`config.mk`:
```
export PLATFORM = sky130hd
export DESIGN_NAME = host_bus_strap_config
export DESIGN_NICKNAME = d
export VERILOG_FILES = /design/src/rtl/host_bus_strap_pkg.sv /design/src/rtl/strap_sync.sv /design/src/rtl/host_bus_strap_config.sv
export SDC_FILE = /design/constraint.sdc
export NUM_CORES = 1
export LEC_CHECK = 0
export ABC_AREA = 1
export BUFFER_PORTS_ARGS = -buffer_cell sky130_fd_sc_hd__buf_2
export CORE_ASPECT_RATIO = 1.5
export CORE_MARGIN = 2
export CORE_UTILIZATION = 47
export CTS_CLUSTER_DIAMETER = 100
export DETAILED_ROUTE_END_ITERATION = 12
export GPL_TIMING_DRIVEN = 0
export HOLD_SLACK_MARGIN = 0.03
export PLACE_DENSITY = 0.76
export SLEW_MARGIN = 30
export SYNTH_ARGS = -nofsm -noshare
export SYNTH_HDL_FRONTEND = slang
export SYNTH_SLANG_ARGS = --single-unit
```
`constraint.sdc`:
```
create_clock -name ref_clk -period 1.23 [get_ports ref_clk]
set_input_delay 0.246 -clock ref_clk [delete_from_list [all_inputs] [get_ports ref_clk]]
set_output_delay 0.246 -clock ref_clk [all_outputs]
set_load 0.005 [all_outputs]
```
`src/rtl/host_bus_strap_pkg.sv`:
```
// Constants, field layouts and register map of the host bus strap loader
package host_bus_strap_pkg;

  // ****************************************************************
  // Strap field layout
  // ****************************************************************
  localparam int STRAP_COUNT = 7;
  localparam int BUS_TYPE_LSB = 0;
  localparam int BUS_TYPE_MSB = 2;
  localparam int RSVD_STRAP_BIT = 3;
  localparam int ENDIAN_BIT = 4;
  localparam int WAIT_POL_BIT = 5;
  localparam int CLK_DIV_BIT = 6;

  // Host bus codes: endian strap on top, bus type straps below
  localparam logic [3:0] CODE_A_BIG = 4'h8;
  localparam logic [3:0] CODE_A_LITTLE = 4'h0;
  localparam logic [3:0] CODE_B_BIG = 4'h9;
  localparam logic [3:0] CODE_C_BIG = 4'hA;
  localparam logic [3:0] CODE_GEN1_BIG = 4'hB;
  localparam logic [3:0] CODE_GEN1_LITTLE = 4'h3;
  localparam logic [3:0] CODE_GEN2_LITTLE = 4'h4;
  localparam logic [3:0] CODE_F_BIG = 4'hD;
  localparam logic [3:0] CODE_G_BIG = 4'hE;

  typedef enum logic [2:0] {
    PROTO_A,
    PROTO_B,
    PROTO_C,
    PROTO_GEN1,
    PROTO_GEN2,
    PROTO_F,
    PROTO_G,
    PROTO_RSVD
  } bus_proto_t;

  // ****************************************************************
  // Timing
  // ****************************************************************
  localparam logic [1:0] SETTLE_CYCLES = 2'h2;

  // ****************************************************************
  // APB register map
  // ****************************************************************
  localparam int APB_AW = 8;
  localparam logic [7:0] ADDR_STRAP_STATUS = 8'h00;
  localparam logic [7:0] ADDR_WAIT_CTRL = 8'h04;
  localparam logic [7:0] ADDR_HOST_STATUS = 8'h08;

  // Strap status fields
  localparam int STS_STRAPS_LSB = 0;
  localparam int STS_PROTO_LSB = 8;
  localparam int STS_BIG_ENDIAN_BIT = 11;
  localparam int STS_RSVD_CFG_BIT = 12;
  localparam int STS_VALID_BIT = 13;
  localparam int STS_CLK_DIV_BIT = 14;
  localparam int STS_WAIT_POL_BIT = 15;

  // Wait control fields
  localparam int WCTL_STRETCH_LSB = 0;
  localparam int WCTL_ENABLE_BIT = 8;
  localparam logic [7:0] WAIT_STRETCH_RST = 8'h04;
  localparam logic WAIT_ENABLE_RST = 1'b1;

  // Host status fields
  localparam int HST_ADDR0_BIT = 0;
  localparam int HST_WAIT_ACT_BIT = 1;
  localparam int HST_WAIT_CNT_LSB = 8;

endpackage

```
`src/rtl/strap_sync.sv`:
```
// Two-stage synchroniser for pin-level inputs
`timescale 1ns/100ps

module strap_sync #(
  parameter int SYNC_W = 1
) (
  input wire logic ref_clk,
  input wire logic sys_rst,
  input wire logic [SYNC_W-1:0] async_in,
  output logic [SYNC_W-1:0] sync_out
);

  // ****************************************************************
  // Elaboration check
  // ****************************************************************
  if (SYNC_W < 1) begin : g_bad_width
    $error("strap_sync needs a width of at least one");
  end

  typedef struct packed {
    logic [SYNC_W-1:0] meta;
    logic [SYNC_W-1:0] stable;
  } sync_state_t;

  sync_state_t q;
  sync_state_t d;

  // First stage feeds only the second stage
  always_comb begin
    d = q;
    d.meta = async_in;
    d.stable = q.meta;
  end

  // Reset loads constants only
  always_ff @(posedge ref_clk) begin
    if (sys_rst) begin
      q <= '0;
    end else begin
      q <= d;
    end
  end

  assign sync_out = q.stable;

endmodule // strap_sync

```
`src/rtl/host_bus_strap_config.sv`:
```
// Power-on strap capture, host bus decode, wait output and APB view
//
// Our own choices: the register offsets and register access over APB.
`timescale 1ns/100ps

module host_bus_strap_config #(
  parameter int STRAP_W = 7
) (
  input wire logic ref_clk,
  input wire logic sys_rst,
  // Board strap and host pins
  input wire logic [STRAP_W-1:0] strap_inputs,
  input wire logic low_address_bit,
  input wire logic host_cycle_start,
  // APB slave for the status and wait control words
  input wire logic [7:0] paddr,
  input wire logic psel,
  input wire logic penable,
  input wire logic pwrite,
  input wire logic [31:0] pwdata,
  input wire logic [3:0] pstrb,
  output logic [31:0] prdata,
  output logic pready,
  output logic pslverr,
  // Captured configuration, frozen until the next reset; addr0_effective follows the host pin except for protocols A, GEN1, F and G, where it stays low
  output host_bus_strap_pkg::bus_proto_t bus_proto,
  output logic big_endian,
  output logic addr0_effective,
  output logic addr0_is_data_strobe,
  output logic size_encoded_strobes,
  output logic config_valid,
  output logic reserved_config,
  // Bus clock enable and the wait pin
  output logic bus_clk_en,
  output logic wait_out,
  output logic wait_oe
);

  // ****************************************************************
  // Elaboration check
  // ****************************************************************
  if (STRAP_W != host_bus_strap_pkg::STRAP_COUNT) begin : g_bad_straps
    $error("host_bus_strap_config serves exactly seven straps");
  end

  // Loading before both synchroniser stages are full would latch reset zeros
  if (host_bus_strap_pkg::SETTLE_CYCLES < 2'h2) begin : g_bad_settle
    $error("host_bus_strap_config needs a settle count of at least two");
  end

  // The strap copy must fit below the protocol field of the status word
  if (host_bus_strap_pkg::STS_STRAPS_LSB + STRAP_W >
      host_bus_strap_pkg::STS_PROTO_LSB) begin : g_bad_status_map
    $error("host_bus_strap_config status fields overlap");
  end

  // The remaining extension count must fit inside one data word
  if (host_bus_strap_pkg::HST_WAIT_CNT_LSB + 8 > 32) begin : g_bad_host_map
    $error("host_bus_strap_config host status field too high");
  end

  typedef enum logic [1:0] {
    CAP_SETTLE,
    CAP_LOAD,
    CAP_RUN
  } cap_state_t;

  typedef struct packed {
    // Capture sequence
    cap_state_t st;
    logic [1:0] settle;
    // Captured straps and what they decode to
    logic [STRAP_W-1:0] straps;
    host_bus_strap_pkg::bus_proto_t proto;
    logic big_endian;
    logic rsvd_cfg;
    logic valid;
    logic addr0_eff;
    logic addr0_lds;
    logic size_strobes;
    // Bus clock divider
    logic div_phase;
    logic bus_clk_en;
    // Wait extension
    logic wait_en;
    logic [7:0] stretch;
    logic [7:0] wait_cnt;
    logic wait_act;
    logic wait_out;
    logic wait_oe;
    // APB answer, one cycle
    logic pready;
    logic pslverr;
    logic [31:0] prdata;
  } state_t;

  // Protocol reads reserved until the straps are in, so nothing acts on a half-known bus
  localparam state_t STATE_RST = '{
    st: CAP_SETTLE,
    proto: host_bus_strap_pkg::PROTO_RSVD,
    wait_en: host_bus_strap_pkg::WAIT_ENABLE_RST,
    stretch: host_bus_strap_pkg::WAIT_STRETCH_RST,
    default: '0
  };

  state_t q;
  state_t d;
  logic [STRAP_W-1:0] straps_sync;
  logic addr0_sync;
  logic apb_access;

  // ****************************************************************
  // Decode helpers
  // ****************************************************************

  // Map a four-bit host bus code onto a protocol
  function automatic host_bus_strap_pkg::bus_proto_t decode_proto(input logic [3:0] code);
    host_bus_strap_pkg::bus_proto_t p;
    p = host_bus_strap_pkg::PROTO_RSVD;
    case (code)
      host_bus_strap_pkg::CODE_A_BIG: p = host_bus_strap_pkg::PROTO_A;
      host_bus_strap_pkg::CODE_A_LITTLE: p = host_bus_strap_pkg::PROTO_A;
      host_bus_strap_pkg::CODE_B_BIG: p = host_bus_strap_pkg::PROTO_B;
      host_bus_strap_pkg::CODE_C_BIG: p = host_bus_strap_pkg::PROTO_C;
      host_bus_strap_pkg::CODE_GEN1_BIG: p = host_bus_strap_pkg::PROTO_GEN1;
      host_bus_strap_pkg::CODE_GEN1_LITTLE: p = host_bus_strap_pkg::PROTO_GEN1;
      host_bus_strap_pkg::CODE_GEN2_LITTLE: p = host_bus_strap_pkg::PROTO_GEN2;
      host_bus_strap_pkg::CODE_F_BIG: p = host_bus_strap_pkg::PROTO_F;
      host_bus_strap_pkg::CODE_G_BIG: p = host_bus_strap_pkg::PROTO_G;
      default: p = host_bus_strap_pkg::PROTO_RSVD;
    endcase
    return p;
  endfunction

  // Protocols whose address bit zero carries no meaning inside
  function automatic logic ignores_addr0(input host_bus_strap_pkg::bus_proto_t p);
    logic r;
    r = 1'b0;
    case (p)
      host_bus_strap_pkg::PROTO_A: r = 1'b1;
      host_bus_strap_pkg::PROTO_GEN1: r = 1'b1;
      host_bus_strap_pkg::PROTO_F: r = 1'b1;
      host_bus_strap_pkg::PROTO_G: r = 1'b1;
      default: r = 1'b0;
    endcase
    return r;
  endfunction

  // ****************************************************************
  // Pin synchronisers
  // ****************************************************************

  // Straps are board wiring, still resynchronised since they are pins
  strap_sync #(
    .SYNC_W(STRAP_W)
  ) u_strap_sync (
    .ref_clk(ref_clk),
    .sys_rst(sys_rst),
    .async_in(strap_inputs),
    .sync_out(straps_sync)
  );

  // Host address bit zero arrives from outside this clock domain
  strap_sync #(
    .SYNC_W(1)
  ) u_addr0_sync (
    .ref_clk(ref_clk),
    .sys_rst(sys_rst),
    .async_in(low_address_bit),
    .sync_out(addr0_sync)
  );

  assign apb_access = psel && penable;

  // ****************************************************************
  // Next-state logic
  // ****************************************************************
  always_comb begin
    d = q;
    d.pready = 1'b0;
    d.pslverr = 1'b0;

    // Capture sequence: wait for the synchroniser to fill, load once
    case (q.st)
      CAP_SETTLE: begin
        if (q.settle == host_bus_strap_pkg::SETTLE_CYCLES - 2'h1) begin
          d.st = CAP_LOAD;
        end else begin
          d.settle = q.settle + 2'h1;
        end
      end
      CAP_LOAD: begin
        // Load from the synchronised copy: a pin that slews near release
        // cannot then split the code between two sampled values
        d.straps = straps_sync;
        d.proto = decode_proto({straps_sync[host_bus_strap_pkg::ENDIAN_BIT],
          straps_sync[host_bus_strap_pkg::BUS_TYPE_MSB:host_bus_strap_pkg::BUS_TYPE_LSB]});
        d.big_endian = straps_sync[host_bus_strap_pkg::ENDIAN_BIT];
        // Reserved strap low or unknown code flags a broken board
        d.rsvd_cfg = (d.proto == host_bus_strap_pkg::PROTO_RSVD)
          || !straps_sync[host_bus_strap_pkg::RSVD_STRAP_BIT];
        d.addr0_lds = (d.proto == host_bus_strap_pkg::PROTO_B);
        d.size_strobes = (d.proto == host_bus_strap_pkg::PROTO_C);
        d.valid = 1'b1;
        d.st = CAP_RUN;
      end
      CAP_RUN: begin
        // Captured configuration stays frozen until the next reset
        d.st = CAP_RUN;
      end
      default: begin
        d.st = CAP_SETTLE;
      end
    endcase

    // Bus clock enable: every cycle, or every other one when divided
    // An enable pulse instead of a divided clock keeps one clock tree;
    // every consumer must qualify its updates with it
    if (q.valid && q.straps[host_bus_strap_pkg::CLK_DIV_BIT]) begin
      d.bus_clk_en = q.div_phase;
      d.div_phase = !q.div_phase;
    end else begin
      d.bus_clk_en = q.valid;
      d.div_phase = 1'b0;
    end

    // Address bit zero masked where the bus leaves it unused
    if (q.valid && !ignores_addr0(q.proto)) begin
      d.addr0_eff = addr0_sync;
    end else begin
      d.addr0_eff = 1'b0;
    end

    // Cycle extension counted in bus clock ticks, so the divide applies
    // A start pulse during an extension is dropped, not queued
    if (q.wait_act) begin
      if (q.bus_clk_en) begin
        if (q.wait_cnt == 8'h01) begin
          d.wait_act = 1'b0;
          d.wait_cnt = 8'h00;
        end else begin
          d.wait_cnt = q.wait_cnt - 8'h01;
        end
      end
    end else if (q.valid && q.wait_en && host_cycle_start && (q.stretch != 8'h00)) begin
      d.wait_act = 1'b1;
      d.wait_cnt = q.stretch;
    end

    // Drive the pin only while extending; the pull resistor idles it
    d.wait_oe = d.wait_act;
    if (d.wait_act) begin
      d.wait_out = q.straps[host_bus_strap_pkg::WAIT_POL_BIT];
    end else begin
      d.wait_out = !q.straps[host_bus_strap_pkg::WAIT_POL_BIT];
    end

    // APB: one wait state, read data and error land with pready
    // Only three words decode; any other word answers with an error and zero data
    if (apb_access && !q.pready) begin
      d.pready = 1'b1;
      d.prdata = 32'h0000_0000;
      case (paddr)
        host_bus_strap_pkg::ADDR_STRAP_STATUS: begin
          d.prdata[host_bus_strap_pkg::STS_STRAPS_LSB +: STRAP_W] = q.straps;
          d.prdata[host_bus_strap_pkg::STS_PROTO_LSB +: 3] = q.proto;
          d.prdata[host_bus_strap_pkg::STS_BIG_ENDIAN_BIT] = q.big_endian;
          d.prdata[host_bus_strap_pkg::STS_RSVD_CFG_BIT] = q.rsvd_cfg;
          d.prdata[host_bus_strap_pkg::STS_VALID_BIT] = q.valid;
          d.prdata[host_bus_strap_pkg::STS_CLK_DIV_BIT] =
            q.straps[host_bus_strap_pkg::CLK_DIV_BIT];
          d.prdata[host_bus_strap_pkg::STS_WAIT_POL_BIT] =
            q.straps[host_bus_strap_pkg::WAIT_POL_BIT];
        end
        host_bus_strap_pkg::ADDR_WAIT_CTRL: begin
          d.prdata[host_bus_strap_pkg::WCTL_STRETCH_LSB +: 8] = q.stretch;
          d.prdata[host_bus_strap_pkg::WCTL_ENABLE_BIT] = q.wait_en;
        end
        host_bus_strap_pkg::ADDR_HOST_STATUS: begin
          d.prdata[host_bus_strap_pkg::HST_ADDR0_BIT] = q.addr0_eff;
          d.prdata[host_bus_strap_pkg::HST_WAIT_ACT_BIT] = q.wait_act;
          d.prdata[host_bus_strap_pkg::HST_WAIT_CNT_LSB +: 8] = q.wait_cnt;
        end
        default: begin
          d.pslverr = 1'b1; // Unmapped word answers with an error
        end
      endcase
    end

    // Writes take effect on the completing edge; status words ignore them
    // A write to a status word is accepted silently so drivers may write back
    if (apb_access && q.pready && pwrite && (paddr == host_bus_strap_pkg::ADDR_WAIT_CTRL)) begin
      if (pstrb[0]) begin
        d.stretch = pwdata[host_bus_strap_pkg::WCTL_STRETCH_LSB +: 8];
      end
      if (pstrb[1]) begin
        d.wait_en = pwdata[host_bus_strap_pkg::WCTL_ENABLE_BIT];
      end
    end
  end

  // ****************************************************************
  // State register
  // ****************************************************************

  // Synchronous reset restores constants; straps reload after release
  always_ff @(posedge ref_clk) begin
    if (sys_rst) begin
      q <= STATE_RST;
    end else begin
      q <= d;
    end
  end

  // ****************************************************************
  // Outputs, all straight from the state register
  // ****************************************************************
  assign prdata = q.prdata;
  assign pready = q.pready;
  assign pslverr = q.pslverr;
  assign bus_proto = q.proto;
  assign big_endian = q.big_endian;
  assign addr0_effective = q.addr0_eff;
  assign addr0_is_data_strobe = q.addr0_lds;
  assign size_encoded_strobes = q.size_strobes;
  assign config_valid = q.valid;
  assign reserved_config = q.rsvd_cfg;
  assign bus_clk_en = q.bus_clk_en;
  assign wait_out = q.wait_out;
  assign wait_oe = q.wait_oe;

endmodule // host_bus_strap_config

```
==> impl_metrics.yaml <==
cts:
  root_buffer: "clkbuf_16"
  cts_max_path_buffers: 2
  clk-insertion-delay-late_ns: 0.33
  clk_pin_slew_ns: 0.06
  clock-sinks: 77
  htree_levels: 3
  hold_buffers: 0
  cts_buffers: 9
  cts_tree: "built"
timing:
  rsz0062_at_grt: "yes"
  skew_ns: 0.00747
  period_minus_slack_ns: 1.30
  timing.fmax_mhz: 768
  setup_viol: 9
  relSlewSlack_pct: 58.1
  slew_violations: 0
  hold_slack_ns: 0.111
  hold_violations: 0
  fin_crit_sh_pct: 106
  fin_ws_ns: -0.0718
  fin_setup_tns_ns: -0.302
  worst_slew_pin_slew_ns: 0.629
detailed_routing:
  routed_wl_mm: 9.32
  vias_per_cell: 4.86
  ant_nets: 0
  drtIter0Drc: 203
  route.vias.total: 3484
  remaining_drc_errors: 0
  wl_per_cell_um: 13.0
  first_pass_iters: 5
layout:
  area_growth_pct: 31.9
  diodes: 0
  drive_gt1_share_pct: 31.5
  fin_nets: 677
  post-route-util_pct: 63.8
yosys:
  postSynthCellCount: 507
  ys_seq_elements: 77
  synth_top_family_by_area: "simple AND/OR/NAND/NOR gates"
  synthesis.yosys.warnings: 0
  synth-xor-area-share_pct: 0.718
  syn_area_mm2: 0.00366
  muxShareOfSynthArea_pct: 0
  postSynthAreaPerCell_um2: 7.22
  yosys.area_share.adder_pct: 3.08
  ys_types: 34
  synth-seq-area-share_pct: 42.1
  synth_compound_area_share_pct: 10.2
  yosys.area_share.simple_pct: 27.1
die:
  start_util_pct: 48.4
  core_region_area_mm2: 0.00756
  die_h_um: 112
  die-width_um: 76.0
  fp.dieArea_mm2: 0.00852
  ioPinCount: 104
  fp-row-count: 39
setup_path:
  crit_path_end: "wait_out"
  r2r_start: "q[38]"
  crit_family: "simple AND/OR/NAND/NOR gates"
  crit_cells: 9
  cp.required_ns: 1.42
  max_stage_delay_ns: 0.36
  crit_arrival_ns: 1.49
  r2r_cells: 9
  crit_type: "register to register"
  cp-startpoint: "q[38]"
  r2r_end: "wait_out"
  path_cells: "inv_6 > ha_4 > nand3_4 > nor2_4 > nand2_1 > nand2_2 > nand2_1 > nand2_1 > a21oi_2"
  crit_top_cell: "nand2_1"
  crit_fanout: 4
  endpoint_kind: "register"
  cp_num_buf_inv: 1
  critPathLaunchType: "register"
  r2r_slack_ns: -0.07
  slowest_stage: "dfxtp_4"
power_and_ir_drop:
  power.leakage_uw: 0.00245
  power_density_mw_per_mm2: 1570
  irDropWorstVdd_mv: 1.04
  totalPowerFinal_uw: 7590
min_path:
  min_path_type: "input pin to register"
  whs_path_depth: 3
job:
  cap_viol_max_count: 0
grt:
  gr-total-overflow: 0
  grt_first_pass_wirelength_mm: 14.9
  grt_usage_pct: 22.0
  grt_start_max_net_pins: 14
  antenna_found_initial: 0
  grt_pass1_vias: 3225
run_status:
  failed_checks: "setup timing"
  status: "finished with violations"
place:
  place.gp.congestion: 0.850
  port_buffers: 62
  dp_hpwl_mm: 6.82
==> layer usage <==
layer | part of all wire [%] | GRT usage (%)
met5 | 0 | 0
met2 | 55 | 41.1
met3 | 6.0 | 4.74
met4 | 3.3 | 11.3
met1 | 36 | 23.0
==> cell families after synthesis <==
kind of cell / count (synthesis)
XOR/XNOR: 3
AO/OA/AOI/OAI: 69
buffers and inverters: 119
other: 1
adder cells (fa/ha/maj): 9
flip-flops: 77
AND/OR/NAND/NOR: 229
==> synth_stat cells (all sizes together) <==
cell | count | share of area (%)
a211oi | 1 | 0.21
a21boi | 1 | 0.21
a21oi | 24 | 3.3
buf | 44 | 8.6
clkbuf | 5 | 0.79
conb | 1 | 0.10
dfxtp | 77 | 42
ha | 9 | 3.1
inv | 70 | 7.4
nand2 | 93 | 10
nand3 | 38 | 5.5
nand4 | 9 | 1.5
nor2 | 84 | 9.0
nor3 | 3 | 0.72
o2111ai | 1 | 0.24
o211ai | 1 | 0.21
o21ai | 40 | 5.8
o221ai | 1 | 0.24
or2 | 2 | 0.34
xnor2 | 2 | 0.48
xor2 | 1 | 0.24
==> layout make-up <==
| class | count | area [µm²] |
|---|---|---|
| fill | 656 | 2740 |
| multi-input combinational | 326 | 1730 |
| sequential | 77 | 1570 |
| timing repair buffer | 78 | 454 |
| buffer | 48 | 353 |
| inverter | 70 | 280 |
| clock buffer | 11 | 233 |
| tap | 102 | 128 |
| clock inverter | 5 | 83.8 |
==> flip-flops by register name, indices dropped and copies added (netlist names), 3 cells and up, named ones only <==
register               count
q                         29
u_strap_sync.d             7
u_strap_sync.sync_out      7
prdata                    16
bus_proto                  3
==> per-stage QoR <==
stage	cells	area [µm²]	setup WS (ns)
floorplan	522	3720	-0.0113
global placement	686	4160	-0.214
detailed placement	686	4160	-0.232
CTS	713	4690	-0.0465
global route	717	4830	-0.155
finish	717	4830	-0.0718
==> how the worst min path moves through the flow <==
stage                       from                        to  slack, ns
6_report         strap_inputs[3]         u_strap_sync.d[3]       0.11
5_1_grt          low_address_bit         u_addr0_sync.d[0]       0.12
4_1_cts          strap_inputs[3]         u_strap_sync.d[3]       0.11
3_5_place_dp   u_strap_sync.d[3]  u_strap_sync.sync_out[3]       0.39
3_3_place_gp   u_strap_sync.d[6]  u_strap_sync.sync_out[6]       0.39
2_1_floorplan            sys_rst  u_strap_sync.sync_out[2]       0.33
==> worst reg2reg max path, cell delays in order, from the launching register on <==
cell,delay [ns]
dfxtp_4,0.36
inv_6,0.08
ha_4,0.14
nand3_4,0.08
nor2_4,0.15
nand2_1,0.08
nand2_2,0.09
nand2_1,0.05
nand2_1,0.07
a21oi_2,0.06
==> layout by cell type, fill, tap and decap left out, drive strengths merged <==
cell type  instances
o21ai             40
nand4              9
inv               71
o211ai             1
conb              16
a211oi             1
or2                2
nand3             38
clkbuf            13
xnor2              2
bufinv             2
nor3               3
clkinvlp           2
ha                 9
nand2             93
a21oi             24
buf              124
xor2               1
nor2              84
o2111ai            1
a21boi             1
o221ai             1
dfxtp             77
==> report_power, final <==
group          total [µW]  internal, µW  switching, µW
registers            3060          2820            244
clock network        2830          1790           1040
logic                1710           771            935
==> repair_timing <==
action / CTS / global route
pin swaps: 12 / 15
resized for setup: 42 / 32
setup buffers: 11 / 5
setup endpoints to repair: 37 / 44
No activity file was read; power rests on OpenSTA's default activity.
